--- config.mk ---
export PLATFORM = sky130hd
export DESIGN_NAME = qrcfg_regs
export DESIGN_NICKNAME = d
export VERILOG_FILES = /design/src/pkg/qrcfg_pkg.sv /design/src/core/qrcfg_regs.sv /design/src/core/qrcfg_serial.sv
export SDC_FILE = /design/constraint.sdc
export NUM_CORES = 1
export LEC_CHECK = 0
export BUFFER_PORTS_ARGS = -buffer_cell sky130_fd_sc_hd__buf_2
export CORE_MARGIN = 2
export CORE_UTILIZATION = 60
export DETAILED_ROUTE_END_ITERATION = 6
export PLACE_DENSITY_LB_ADDON = 0.08
export SLEW_MARGIN = 20
export SYNTH_ARGS = -nofsm -noshare
export SYNTH_HDL_FRONTEND = slang
export SYNTH_SLANG_ARGS = --single-unit
--- constraint.sdc ---
create_clock -name clk -period 2.7 [get_ports clk]
set_input_delay 0.54 -clock clk [delete_from_list [all_inputs] [get_ports clk]]
set_output_delay 0.54 -clock clk [all_outputs]
set_load 0.05 [all_outputs]
--- src/pkg/qrcfg_pkg.sv ---
package qrcfg_pkg;
    // serial framing
    localparam int          ADDR_W     = 13;
    localparam int          INS_RW     = 15;
    localparam int          INS_LEN_HI = 14;
    localparam int          INS_LEN_LO = 13;
    localparam logic [1:0]  LEN_STREAM = 2'h3;

    // register offsets
    localparam logic [12:0] OFS_PORT_CONFIG     = 13'h0000;
    localparam logic [12:0] OFS_DEVICE_IDENTITY = 13'h0001;
    localparam logic [12:0] OFS_CHANNEL_SELECT  = 13'h0005;
    localparam logic [12:0] OFS_POWER_MODES     = 13'h0008;
    localparam logic [12:0] OFS_CLOCK_DIVIDER   = 13'h000b;
    localparam logic [12:0] OFS_SHUFFLE_CONTROL = 13'h000c;
    localparam logic [12:0] OFS_SHADOW_COMMIT   = 13'h00ff;

    // reset values
    localparam logic [7:0]  RST_PORT_CONFIG     = 8'h18;
    localparam logic [7:0]  RST_CHANNEL_SELECT  = 8'hcf;
    localparam logic [7:0]  RST_POWER_MODES     = 8'h00;
    localparam logic [7:0]  RST_CLOCK_DIVIDER   = 8'h00;
    localparam logic [7:0]  RST_SHUFFLE_CONTROL = 8'h01;
    localparam logic [7:0]  RST_SHADOW_COMMIT   = 8'h00;

    // field positions and channel count
    localparam int          PC_LSB_HI    = 6;
    localparam int          PC_SRST_HI   = 5;
    localparam int          PC_SRST_LO   = 2;
    localparam int          PC_LSB_LO    = 1;
    localparam int          CS_OUT_CD    = 7;
    localparam int          CS_OUT_AB    = 6;
    localparam int          PM_PIN_FN    = 5;
    localparam int          CD_PHASE_LO  = 3;
    localparam int          COMMIT_BIT   = 0;
    localparam int          NUM_CH       = 4;

    // power mode and shuffle codes
    localparam logic [1:0]  PM_NORMAL = 2'h0;
    localparam logic [1:0]  PM_FULL   = 2'h1;
    localparam logic [1:0]  PM_STBY   = 2'h2;
    localparam logic [1:0]  SHUF_ON   = 2'h1;
endpackage

--- src/core/qrcfg_regs.sv ---
module qrcfg_regs
    import qrcfg_pkg::*;
#(
    parameter logic [7:0] DEVICE_IDENTITY = 8'h5a  // arbitrary value
)(
    // clock and reset
    input  wire logic       clk,
    input  wire logic       rst_n,
    // three-wire serial port
    input  wire logic       sclk,
    input  wire logic       port_select_n,
    input  wire logic       sdio_in,
    output logic            sdio_out,
    output logic            sdio_oe_n,
    // external power-down pin
    input  wire logic       pdwn_pin,
    // per-channel controls, bit 0 is channel a
    output logic [3:0]      chan_powerdown,
    output logic [3:0]      chan_standby,
    output logic [3:0]      chan_shuffle_en,
    // output port enables
    output logic            out_port_en_ab,
    output logic            out_port_en_cd,
    // converter clock enable
    output logic            conv_clk_en
);
    import qrcfg_pkg::*;

    logic        wr_stb;
    logic [12:0] acc_addr;
    logic [7:0]  wr_data, rd_data;

    // port configuration, channel select and commit flag
    logic        lsb_r, lsb_nxt, srst_r, srst_nxt;
    logic [7:0]  csel_r, csel_nxt;
    logic        commit_r, commit_nxt;
    // shadow (written) and active (applied) copies
    logic [1:0]  pm_sh_r [NUM_CH], pm_sh_nxt [NUM_CH];
    logic [1:0]  pm_ac_r [NUM_CH], pm_ac_nxt [NUM_CH];
    logic [1:0]  sf_sh_r [NUM_CH], sf_sh_nxt [NUM_CH];
    logic [1:0]  sf_ac_r [NUM_CH], sf_ac_nxt [NUM_CH];
    logic        pinfn_sh_r, pinfn_sh_nxt, pinfn_ac_r, pinfn_ac_nxt;
    logic [5:0]  cdiv_sh_r, cdiv_sh_nxt, cdiv_ac_r, cdiv_ac_nxt;
    // divider, pin sync and read channel
    logic [2:0]  div_cnt_r, div_cnt_nxt;
    logic [6:0]  dly_r, dly_nxt;
    logic        conv_en_r, conv_en_nxt;
    logic        pd_s1_r, pd_s2_r;
    logic [1:0]  rd_ch;
    logic        div_pulse;
    logic [7:0]  taps;

    qrcfg_serial u_serial (
        .clk           (clk),
        .rst_n         (rst_n),
        .sclk          (sclk),
        .port_select_n (port_select_n),
        .sdio_in       (sdio_in),
        .sdio_out      (sdio_out),
        .sdio_oe_n     (sdio_oe_n),
        .lsb_first     (lsb_r),
        .wr_stb        (wr_stb),
        .acc_addr      (acc_addr),
        .wr_data       (wr_data),
        .rd_data       (rd_data)
    );

    // read channel: single selection picks it, several pick a
    always_comb begin
        rd_ch = 2'h0;
        unique case (csel_r[3:0])
            4'h2:    rd_ch = 2'h1;
            4'h4:    rd_ch = 2'h2;
            4'h8:    rd_ch = 2'h3;
            default: rd_ch = 2'h0;
        endcase
    end

    // read mux; shadow copies are what software sees
    always_comb begin
        rd_data = 8'h00;
        unique case (acc_addr)
            OFS_PORT_CONFIG:
                rd_data = {1'b0, lsb_r, srst_r, 2'h3, srst_r, lsb_r, 1'b0};
            OFS_DEVICE_IDENTITY: rd_data = DEVICE_IDENTITY;
            OFS_CHANNEL_SELECT:  rd_data = {csel_r[7:6], 2'h0, csel_r[3:0]};
            OFS_POWER_MODES:
                rd_data = {2'h0, pinfn_sh_r, 3'h0, pm_sh_r[rd_ch]};
            OFS_CLOCK_DIVIDER:   rd_data = {2'h0, cdiv_sh_r};
            OFS_SHUFFLE_CONTROL: rd_data = {6'h00, sf_sh_r[rd_ch]};
            OFS_SHADOW_COMMIT:   rd_data = {7'h00, commit_r};
            default:             rd_data = 8'h00;
        endcase
    end

    // register state: writes, soft reset, commit
    always_comb begin
        lsb_nxt      = lsb_r;
        srst_nxt     = 1'b0;       // soft reset clears itself
        csel_nxt     = csel_r;
        commit_nxt   = commit_r;
        pinfn_sh_nxt = pinfn_sh_r;
        pinfn_ac_nxt = pinfn_ac_r;
        cdiv_sh_nxt  = cdiv_sh_r;
        cdiv_ac_nxt  = cdiv_ac_r;
        for (int i = 0; i < NUM_CH; i++) begin
            pm_sh_nxt[i] = pm_sh_r[i];
            pm_ac_nxt[i] = pm_ac_r[i];
            sf_sh_nxt[i] = sf_sh_r[i];
            sf_ac_nxt[i] = sf_ac_r[i];
        end
        if (commit_r) begin
            commit_nxt   = 1'b0;
            pinfn_ac_nxt = pinfn_sh_r;
            cdiv_ac_nxt  = cdiv_sh_r;
            for (int i = 0; i < NUM_CH; i++) begin
                pm_ac_nxt[i] = pm_sh_r[i];
                sf_ac_nxt[i] = sf_sh_r[i];
            end
        end
        if (srst_r) begin
            // soft reset reloads defaults but keeps the shift order
            csel_nxt     = RST_CHANNEL_SELECT;
            commit_nxt   = RST_SHADOW_COMMIT[COMMIT_BIT];
            pinfn_sh_nxt = RST_POWER_MODES[PM_PIN_FN];
            pinfn_ac_nxt = RST_POWER_MODES[PM_PIN_FN];
            cdiv_sh_nxt  = RST_CLOCK_DIVIDER[5:0];
            cdiv_ac_nxt  = RST_CLOCK_DIVIDER[5:0];
            for (int i = 0; i < NUM_CH; i++) begin
                pm_sh_nxt[i] = RST_POWER_MODES[1:0];
                pm_ac_nxt[i] = RST_POWER_MODES[1:0];
                sf_sh_nxt[i] = RST_SHUFFLE_CONTROL[1:0];
                sf_ac_nxt[i] = RST_SHUFFLE_CONTROL[1:0];
            end
        end else if (wr_stb) begin
            unique case (acc_addr)
                OFS_PORT_CONFIG: begin
                    if (csel_r[3:0] == 4'hf) begin
                        // either nibble copy sets the function
                        lsb_nxt  = wr_data[PC_LSB_HI] | wr_data[PC_LSB_LO];
                        srst_nxt = wr_data[PC_SRST_HI] | wr_data[PC_SRST_LO];
                    end
                end
                OFS_CHANNEL_SELECT:
                    csel_nxt = {wr_data[7:6], 2'h0, wr_data[3:0]};
                OFS_POWER_MODES: begin
                    pinfn_sh_nxt = wr_data[PM_PIN_FN];
                    for (int i = 0; i < NUM_CH; i++)
                        if (csel_r[i])
                            pm_sh_nxt[i] = wr_data[1:0];
                end
                OFS_CLOCK_DIVIDER:
                    cdiv_sh_nxt = wr_data[5:0];
                OFS_SHUFFLE_CONTROL:
                    for (int i = 0; i < NUM_CH; i++)
                        if (csel_r[i])
                            sf_sh_nxt[i] = wr_data[1:0];
                OFS_SHADOW_COMMIT:
                    // a new commit wins over the self-clear
                    commit_nxt = commit_nxt | wr_data[COMMIT_BIT];
                default: ;
            endcase
        end
    end

    always_ff @(posedge clk or negedge rst_n) begin
        if (!rst_n) begin
            lsb_r      <= RST_PORT_CONFIG[PC_LSB_LO];
            srst_r     <= RST_PORT_CONFIG[PC_SRST_LO];
            csel_r     <= RST_CHANNEL_SELECT;
            commit_r   <= RST_SHADOW_COMMIT[COMMIT_BIT];
            pinfn_sh_r <= RST_POWER_MODES[PM_PIN_FN];
            pinfn_ac_r <= RST_POWER_MODES[PM_PIN_FN];
            cdiv_sh_r  <= RST_CLOCK_DIVIDER[5:0];
            cdiv_ac_r  <= RST_CLOCK_DIVIDER[5:0];
            for (int i = 0; i < NUM_CH; i++) begin
                pm_sh_r[i] <= RST_POWER_MODES[1:0];
                pm_ac_r[i] <= RST_POWER_MODES[1:0];
                sf_sh_r[i] <= RST_SHUFFLE_CONTROL[1:0];
                sf_ac_r[i] <= RST_SHUFFLE_CONTROL[1:0];
            end
        end else begin
            lsb_r      <= lsb_nxt;
            srst_r     <= srst_nxt;
            csel_r     <= csel_nxt;
            commit_r   <= commit_nxt;
            pinfn_sh_r <= pinfn_sh_nxt;
            pinfn_ac_r <= pinfn_ac_nxt;
            cdiv_sh_r  <= cdiv_sh_nxt;
            cdiv_ac_r  <= cdiv_ac_nxt;
            for (int i = 0; i < NUM_CH; i++) begin
                pm_sh_r[i] <= pm_sh_nxt[i];
                pm_ac_r[i] <= pm_ac_nxt[i];
                sf_sh_r[i] <= sf_sh_nxt[i];
                sf_ac_r[i] <= sf_ac_nxt[i];
            end
        end
    end

    // power-down pin is asynchronous: two flops
    always_ff @(posedge clk or negedge rst_n) begin
        if (!rst_n) begin
            pd_s1_r <= 1'b0;
            pd_s2_r <= 1'b0;
        end else begin
            pd_s1_r <= pdwn_pin;
            pd_s2_r <= pd_s1_r;
        end
    end

    // effective power state per channel; pin overrides the code
    always_comb begin
        for (int i = 0; i < NUM_CH; i++) begin
            chan_powerdown[i] = pd_s2_r ? ~pinfn_ac_r
                                        : (pm_ac_r[i] == PM_FULL);
            chan_standby[i]   = pd_s2_r ? pinfn_ac_r
                                        : (pm_ac_r[i] == PM_STBY);
            chan_shuffle_en[i] = (sf_ac_r[i] == SHUF_ON);
        end
    end

    assign out_port_en_ab = csel_r[CS_OUT_AB];
    assign out_port_en_cd = csel_r[CS_OUT_CD];

    // divider: pulse every ratio+1 cycles, then tapped delay for phase
    assign div_pulse = (div_cnt_r >= cdiv_ac_r[2:0]);
    assign taps      = {dly_r, div_pulse};

    always_comb begin
        div_cnt_nxt = div_pulse ? 3'h0 : div_cnt_r + 3'h1;
        dly_nxt     = {dly_r[5:0], div_pulse};
        conv_en_nxt = taps[cdiv_ac_r[5:CD_PHASE_LO]];
    end

    always_ff @(posedge clk or negedge rst_n) begin
        if (!rst_n) begin
            div_cnt_r <= 3'h0;
            dly_r     <= 7'h00;
            conv_en_r <= 1'b0;
        end else begin
            div_cnt_r <= div_cnt_nxt;
            dly_r     <= dly_nxt;
            conv_en_r <= conv_en_nxt;
        end
    end

    assign conv_clk_en = conv_en_r;
endmodule

--- src/core/qrcfg_serial.sv ---
module qrcfg_serial
    import qrcfg_pkg::*;
(
    // clock and reset
    input  wire logic                 clk,
    input  wire logic                 rst_n,
    // three-wire serial pins
    input  wire logic                 sclk,
    input  wire logic                 port_select_n,
    input  wire logic                 sdio_in,
    output logic                      sdio_out,
    output logic                      sdio_oe_n,
    // register side
    input  wire logic                 lsb_first,
    output logic                      wr_stb,
    output logic [qrcfg_pkg::ADDR_W-1:0] acc_addr,
    output logic [7:0]                wr_data,
    input  wire logic [7:0]           rd_data
);
    typedef enum logic [1:0] {SER_INSTR, SER_DATA, SER_DONE} qrcfg_ser_e;

    logic        sclk_s1_r, sclk_s2_r, sclk_d_r;
    logic        cs_s1_r, cs_s2_r, din_s1_r, din_s2_r;
    qrcfg_ser_e  state_r, state_nxt;
    logic [15:0] sh_r, sh_nxt, shin;
    logic [3:0]  bitcnt_r, bitcnt_nxt;
    logic        rw_r, rw_nxt, step_r, step_nxt, load_r, load_nxt;
    logic [1:0]  len_r, len_nxt, bytecnt_r, bytecnt_nxt;
    logic [12:0] addr_r, addr_nxt;
    logic [7:0]  tx_r, tx_nxt, wdata_r, wdata_nxt;
    logic        dout_r, dout_nxt, oe_n_r, oe_n_nxt, wr_r, wr_nxt;
    logic        rise, fall;

    // pins come from the host's clock domain: two flops first
    always_ff @(posedge clk or negedge rst_n) begin
        if (!rst_n) begin
            sclk_s1_r <= 1'b0;
            sclk_s2_r <= 1'b0;
            sclk_d_r  <= 1'b0;
            cs_s1_r   <= 1'b1;
            cs_s2_r   <= 1'b1;
            din_s1_r  <= 1'b0;
            din_s2_r  <= 1'b0;
        end else begin
            sclk_s1_r <= sclk;
            sclk_s2_r <= sclk_s1_r;
            sclk_d_r  <= sclk_s2_r;
            cs_s1_r   <= port_select_n;
            cs_s2_r   <= cs_s1_r;
            din_s1_r  <= sdio_in;
            din_s2_r  <= din_s1_r;
        end
    end

    assign rise = sclk_s2_r & ~sclk_d_r;
    assign fall = ~sclk_s2_r & sclk_d_r;

    // frame sequencer; sclk must be well below clk/8 so steps never overlap
    always_comb begin
        state_nxt   = state_r;
        sh_nxt      = sh_r;
        bitcnt_nxt  = bitcnt_r;
        rw_nxt      = rw_r;
        len_nxt     = len_r;
        bytecnt_nxt = bytecnt_r;
        addr_nxt    = addr_r;
        tx_nxt      = tx_r;
        wdata_nxt   = wdata_r;
        dout_nxt    = dout_r;
        oe_n_nxt    = oe_n_r;
        wr_nxt      = 1'b0;
        step_nxt    = 1'b0;
        load_nxt    = 1'b0;
        shin = lsb_first ? {din_s2_r, sh_r[15:1]} : {sh_r[14:0], din_s2_r};
        if (cs_s2_r) begin
            state_nxt  = SER_INSTR;   // frame ends with the select pin
            bitcnt_nxt = 4'h0;
            oe_n_nxt   = 1'b1;
        end else begin
            if (load_r)
                tx_nxt = rd_data;
            if (step_r) begin
                // msb-first walks down, lsb-first walks up
                addr_nxt = lsb_first ? addr_r + 13'h0001 : addr_r - 13'h0001;
                load_nxt = rw_r & (state_r == SER_DATA);
            end
            if (rise && state_r != SER_DONE) begin
                sh_nxt     = shin;
                bitcnt_nxt = bitcnt_r + 4'h1;
                if (state_r == SER_INSTR && bitcnt_r == 4'hf) begin
                    rw_nxt      = shin[INS_RW];
                    len_nxt     = shin[INS_LEN_HI:INS_LEN_LO];
                    addr_nxt    = shin[ADDR_W-1:0];
                    bytecnt_nxt = 2'h0;
                    bitcnt_nxt  = 4'h0;
                    state_nxt   = SER_DATA;
                    load_nxt    = shin[INS_RW];
                end else if (state_r == SER_DATA && bitcnt_r == 4'h7) begin
                    bitcnt_nxt  = 4'h0;
                    wr_nxt      = ~rw_r;
                    wdata_nxt   = lsb_first ? shin[15:8] : shin[7:0];
                    step_nxt    = 1'b1;
                    bytecnt_nxt = bytecnt_r + 2'h1;
                    if (len_r != LEN_STREAM && bytecnt_r == len_r) begin
                        state_nxt = SER_DONE;
                        oe_n_nxt  = 1'b1;
                    end
                end
            end
            // read data changes on the falling edge, host samples on rising
            if (fall && state_r == SER_DATA && rw_r) begin
                dout_nxt = lsb_first ? tx_r[0] : tx_r[7];
                tx_nxt   = lsb_first ? {1'b0, tx_r[7:1]} : {tx_r[6:0], 1'b0};
                oe_n_nxt = 1'b0;
            end
        end
    end

    always_ff @(posedge clk or negedge rst_n) begin
        if (!rst_n) begin
            state_r   <= SER_INSTR;
            sh_r      <= 16'h0000;
            bitcnt_r  <= 4'h0;
            rw_r      <= 1'b0;
            len_r     <= 2'h0;
            bytecnt_r <= 2'h0;
            addr_r    <= 13'h0000;
            tx_r      <= 8'h00;
            wdata_r   <= 8'h00;
            dout_r    <= 1'b0;
            oe_n_r    <= 1'b1;
            wr_r      <= 1'b0;
            step_r    <= 1'b0;
            load_r    <= 1'b0;
        end else begin
            state_r   <= state_nxt;
            sh_r      <= sh_nxt;
            bitcnt_r  <= bitcnt_nxt;
            rw_r      <= rw_nxt;
            len_r     <= len_nxt;
            bytecnt_r <= bytecnt_nxt;
            addr_r    <= addr_nxt;
            tx_r      <= tx_nxt;
            wdata_r   <= wdata_nxt;
            dout_r    <= dout_nxt;
            oe_n_r    <= oe_n_nxt;
            wr_r      <= wr_nxt;
            step_r    <= step_nxt;
            load_r    <= load_nxt;
        end
    end

    assign sdio_out  = dout_r;
    assign sdio_oe_n = oe_n_r;
    assign wr_stb    = wr_r;
    assign acc_addr  = addr_r;
    assign wr_data   = wdata_r;
endmodule

### Word-level counts from Yosys, hierarchy flattened

Index checks and enable logic that the tools add are counted.

| word-level totals | value |
|---|---|
| register bits after elaboration | 138 |
| bits of input ports | 6 |
| output and inout bits | 17 |
| logic and storage cells | 238 |

| cells by class | value |
|---|---|
| add/subtract/negate cells | 5 |
| order comparisons | 3 |
| equal/unequal tests | 29 |
| multiplexer cells | 92 |
| bitwise logic cells | 13 |
| reduce and logical (&&, ||, !) cells | 46 |

Operator list:

| operator | number |
|---|---|
| $mux W8 | 17 |
| $pmux W8 S7 | 1 |
| $mux W13 | 4 |
| $mux W1 | 40 |
| $eq A13 B4 Y1 const B | 3 |
| $reduce_and A3 Y1 | 11 |
| $mux W2 | 15 |
| $mux W6 | 5 |
| $reduce_bool A2 Y1 | 13 |
| $eq A2 B1 Y1 const B | 9 |
| $mux W16 | 1 |
| $mux W4 | 4 |
| $reduce_bool A3 Y1 | 5 |
| $add A13 B1 Y13 const B | 1 |
| $eq A13 B1 Y1 const B | 1 |
| $eq A13 B3 Y1 const B | 1 |
| $eq A13 B8 Y1 const B | 1 |
| $logic_not A13 Y1 | 1 |
| $sub A13 B1 Y13 const B | 1 |
| $eq A4 B4 Y1 const B | 3 |
| $reduce_and A2 Y1 | 6 |
| $reduce_and A4 Y1 | 3 |
| $bmux W2 S2 | 2 |
| $eq A2 B2 Y1 const B | 4 |
| 20 further kinds | 36 |

### Logic depth before layout (Yosys ltp)

| logic depth | value |
|---|---|
| depth after elaboration | 9 |
| depth in mapped cells | 9 |
| depth with buffers taken out | 8 |

### By module

A second synthesis with hierarchy kept.

| unflattened totals | value |
|---|---|
| cell total of the unflattened synthesis | 725 |
| area total of the unflattened synthesis | 7,131.8 um^2 |

Modules (own cells, without submodules):

| module | times used | cells an instance | area an instance (um^2) | sequential area each (um^2) |
|---|---|---|---|---|
| qrcfg_serial | 1 | 381 | 3,653.5 | 1,705.4 |
| qrcfg_regs | 1 | 344 | 3,478.3 | 1,719.1 |

### Worst setup path before layout

No wires, ideal clock.

| timing | value |
|---|---|
| path type | register -> output |
| from | register pd_s2_r |
| to | output port chan_powerdown[0] |
| arrival | 1.744 ns |
| required time | 2.160 ns |
| slack | 0.416 ns |
| cell stages (with the launch flop) | 4 |
| path buffers | 1 |
| path through | dfrtp_1 clkbuf_1 nand2b_1 o21ai_0 |

| on the way | value |
|---|---|
| cells in the longest elaborated chain, start to end | 1 |

Ends and longest elaborated chain:

| item | RTL line | source |
|---|---|---|
| start: declaration | qrcfg_regs.sv:48 | `logic pd_s1_r, pd_s2_r;` |
| start signal: assignment | qrcfg_regs.sv:207 | `pd_s2_r <= pd_s1_r;` |
| $mux W1 | qrcfg_regs.sv:214 | `chan_powerdown[i] = pd_s2_r ? ~pinfn_ac_r` |
| end: declaration | qrcfg_regs.sv:18 | `output logic [3:0] chan_powerdown,` |

Every way passes these cells.

### Worst setup path in the final report

| timing | value |
|---|---|
| from | register u_serial.addr_r[5], in the netlist u_serial.acc_addr[5] |
| to | register u_serial.tx_r[0] |

| on the way | value |
|---|---|
| cells in the longest elaborated chain, start to end | 4 |
| elaborated cells on any way between the ends | 10 |
| those cells by class | eq/ne: 6; mux: 3; reduce/logical: 1 |

Ends and longest elaborated chain:

| item | RTL line | source |
|---|---|---|
| start: declaration | qrcfg_serial.sv:29 | `logic [12:0] addr_r, addr_nxt;` |
| start signal: assignment | qrcfg_serial.sv:142 | `addr_r <= addr_nxt;` |
| $eq A13 B8 Y1, or another cell as far along | qrcfg_regs.sv:82 | `unique case (acc_addr)` |
| $pmux W8 S7 (*) | qrcfg_regs.sv:82 |  |
| $mux W8 (*) | qrcfg_serial.sv:80 | `if (load_r)` |
| $mux W8 (*) | qrcfg_serial.sv:111 | `if (fall && state_r == SER_DATA && rw_r) begin` |
| end signal: assignment | qrcfg_serial.sv:143 | `tx_r <= tx_nxt;` |
| end: declaration | qrcfg_serial.sv:30 | `logic [7:0] tx_r, tx_nxt, wdata_r, wdata_nxt;` |

Every way passes the cells marked *; elsewhere a longest branch is shown, timed or not. The select of a mux whose other input is x is not followed.
A chain may end at the register's enable or synchronous reset.

==> run_results.csv <==
group,metric,value,unit
placement,place_congestion,0.937,
layout,diodes,0,
clock_network,clock_latency,430,ps
clock_network,tritoncts,"built",
clock_network,cts_setup_buffers,0,
logic_synthesis,yosysWarnings,0,
logic_synthesis,yosys_register_bits,136,
route,drt_iter0_drc,461,
pwr,powerDensity,658,nW/um^2
clock_network,clock_path_buffers,2,
hold_path,hold_path.class,"in -> async",
logic_synthesis,syn_nets,754,
logic_synthesis,async_reset_ff_share,100,%
sta,finalSetupViolCount,0,
clock_network,cts_made_buffers,17,
run_status,outcome,"finished, final reports clean",
floorplan,die_area,12400,um^2
sta,maxSlewViolCount,0,
critical_path,reg2reg_slack,150,ps
logic_synthesis,synthCells,739,
critical_path,r2r_end,"u_serial.tx_r[0]",
flow_run,max-cap-violations,0,
layout,drive_gt1_share,13.8,%
floorplan,start_util,61.0,%
clock_network,h-tree-depth,4,
logic_synthesis,avgSynthCellArea,9.34,um^2
floorplan,die_x,111,um
route,vias_per_cell,6.08,
sta,worst_pin_slew,570,ps
global_routing,grt_pass1_vias,5420,
layout,layout.nets,762,
route,via_count,5493,
critical_path,endpoint_kind,"register",
sta,setup_tns,0,ps
sta,finClkSkew,6.82,ps
critical_path,path_max_fanout,8,
sta,fmax,393,MHz
logic_synthesis,synth_top_area_cell,"dfrtp_1",
critical_path,crit_arrival,2890,ps
critical_path,required,3050,ps
floorplan,rows,39,
clock_network,clock-root-buffer,"clkbuf_16",
route,dr.pass1.iters,5,
logic_synthesis,ys_seq_area_share,49.6,%
logic_synthesis,netlist_top_cells_area,"dfrtp_1 43%, dfstp_2 6.5%, a21oi_1 5.9%",
floorplan,die_h,111,um
critical_path,rr_worst_depth,6,
global_routing,antenna_found_initial,0,
clock_network,cts_num_sinks,136,
sta,period_minus_slack,2550,ps
critical_path,critPathLaunchType,"register",
logic_synthesis,yosys_most_used_dff,"dfrtp_1",
floorplan,core_area,11300,um^2
floorplan,pin_count,23,
logic_synthesis,syn_area,6900,um^2
global_routing,grtUsageTotal,27.3,%
pwr,irDropWorstVdd,548,uV
layout,syn2layout_area_growth,13.3,%
global_routing,grt_pass1_wl,27100,um
critical_path,crit_type,"reg -> reg",
logic_synthesis,ys_types,64,
clock_network,clk_pin_slew,60,ps
sta,rsz0062_at_grt,"no",
pwr,power.leakage,3.48,nW
sta,finalHoldViolCount,0,
route,ant_nets,0,
global_routing,grt_overflow_total,0,
sta,timing.slew.headroom,61.6,%
placement,io_buffers,22,
critical_path,rr_startpoint,"u_serial.acc_addr[5]",
route,wirelength,16000,um
clock_network,cts_resized,0,
route,drc,0,
route,avgRoutedWirePerCell,17.7,um
clock_network,cts_hold_buf,0,
placement,dpl.hpwl,10600,um
sta,min_period_over_period,94.3,%
logic_synthesis,synth_edf_count,0,
pwr,total_power,5.15,mW
global_routing,grt_max_degree,59,
logic_synthesis,synth_top_area_share,43.1,%
-- power by group --
part           switching, mW  internal [mW]  total, mW  leakage [nW]
combinational          0.168         0.0861      0.254          1.42
sequential            0.0663           2.11       2.18          1.72
clock                  0.888           1.83       2.72         0.340
total                   1.12           4.03       5.15          3.48
-- final cells by class --
| cell class | count | area (um^2) |
|---|---|---|
| Clock buffer | 21 | 480 |
| Clock inverter | 11 | 215 |
| Fill cell | 892 | 3500 |
| Inverter | 16 | 60.1 |
| Multi-Input combinational cell | 538 | 3210 |
| Sequential cell | 136 | 3430 |
| Tap cell | 143 | 179 |
| Timing Repair Buffer | 38 | 249 |
-- flip-flops by register name, indices dropped and copies added, names as in the netlist, 2 cells and up --
name,cells
u_serial.acc_addr,13
pm_ac_r,8
sf_ac_r,8
div_cnt_r,3
u_serial.wr_data,8
u_serial.tx_r,8
csel_r,6
sf_sh_r,8
pm_sh_r,8
u_serial.sh_r,16
u_serial.state_r,2
cdiv_sh_r,6
u_serial.len_r,2
cdiv_ac_r,6
u_serial.bytecnt_r,2
dly_r,7
u_serial.bitcnt_r,4
-- cells in the mapped netlist (all sizes together) (2+ instances only) --
library cell	count
o22a	3
buf	14
dfstp	17
nor3b	4
a31oi	5
o21ba	2
a32oi	3
nand3b	2
mux2i	32
a22o	5
and2	5
o32ai	2
or3	4
mux4	4
o31ai	4
nand4	2
nand2	79
xnor2	3
a21o	2
dfrtp	119
o21bai	2
mux2	5
ha	9
inv	16
a211oi	2
clkbuf	35
nor3	11
a211o	15
nor4	4
o211ai	2
nor2b	27
or4	5
o21ai	50
a22oi	4
xor2	3
a21oi	82
nand3	33
nor2	78
nand2b	12
and3	18
-- per-stage QoR --
stage	utilization [%]	setup slack [ps]	std cells	area (um^2)	hold slack (ps)
after global placement	63.0	291	871	7130	334
after CTS	69.1	213	903	7820	85.4
after floorplan	-	416	739	6900	244
after global routing	69.1	80.4	903	7820	119
final	69.1	155	903	7820	70.2
after detailed placement	63.0	248	871	7130	335
-- worst max path at each step --
stage                    startpoint           endpoint  slack (ps)  depth (start not counted)
3_5_place_dp   u_serial.acc_addr[5]   u_serial.tx_r[0]         250                          6
6_report       u_serial.acc_addr[5]   u_serial.tx_r[0]         150                          6
3_3_place_gp   u_serial.acc_addr[5]   u_serial.tx_r[0]         290                          6
4_1_cts        u_serial.acc_addr[5]   u_serial.tx_r[0]         210                          6
5_1_grt        u_serial.acc_addr[5]   u_serial.tx_r[0]          80                          6
2_1_floorplan               pd_s2_r  chan_powerdown[0]         420                          3
-- critical path, stage by stage (launching register included) --
cell	delay, ps
dfrtp_1	450
or4_1	710
nor3_4	290
nand2b_2	140
nor2_1	440
o21ai_0	210
a32oi_1	230
-- cells by family after synthesis --
group | after synthesis | synth area share [%]
AND/OR/NAND/NOR | 290 | 20.7
AO/OA/AOI/OAI | 192 | 16.7
flip-flops | 136 | 49.6
buffers and inverters | 65 | 3.82
multiplexers | 41 | 6.76
adder cells (fa/ha/maj) | 9 | 1.63
XOR/XNOR | 6 | 0.761
-- layout by cell type, fill, tap and decap left out, drive strengths merged, types with 3 or more instances in the layout --
cell type and instances:
a21oi 82, dfstp 17, nor2 78, o31ai 4
dfrtp 119, clkinv 3, mux4 4, inv 17
nor2b 27, a31oi 5, a211o 15, nand2 79
clkbuf 21, bufinv 6, a22o 5, nor4 4
and3 18, o22a 3, and2 5, xnor2 3
nor3b 4, a32oi 3, nor3 11, mux2 5
o21ai 50, or3 4, xor2 3, ha 9
a22oi 4, nand2b 12, buf 38, or4 5
mux2i 32, nand3 33
-- layer usage --
layer  routed length (um)  track usage (%)  part of all wire (%)  vias up
met3                  893             6.72                   5.6       27
met5                    0                0                     0        -
met2                 7850             44.3                    49      179
met1                 6890             36.3                    43     2663
met4                  315             9.38                   2.0        0
li1                     -                -                     -     2624
No activity file was read; power rests on OpenSTA's default activity.
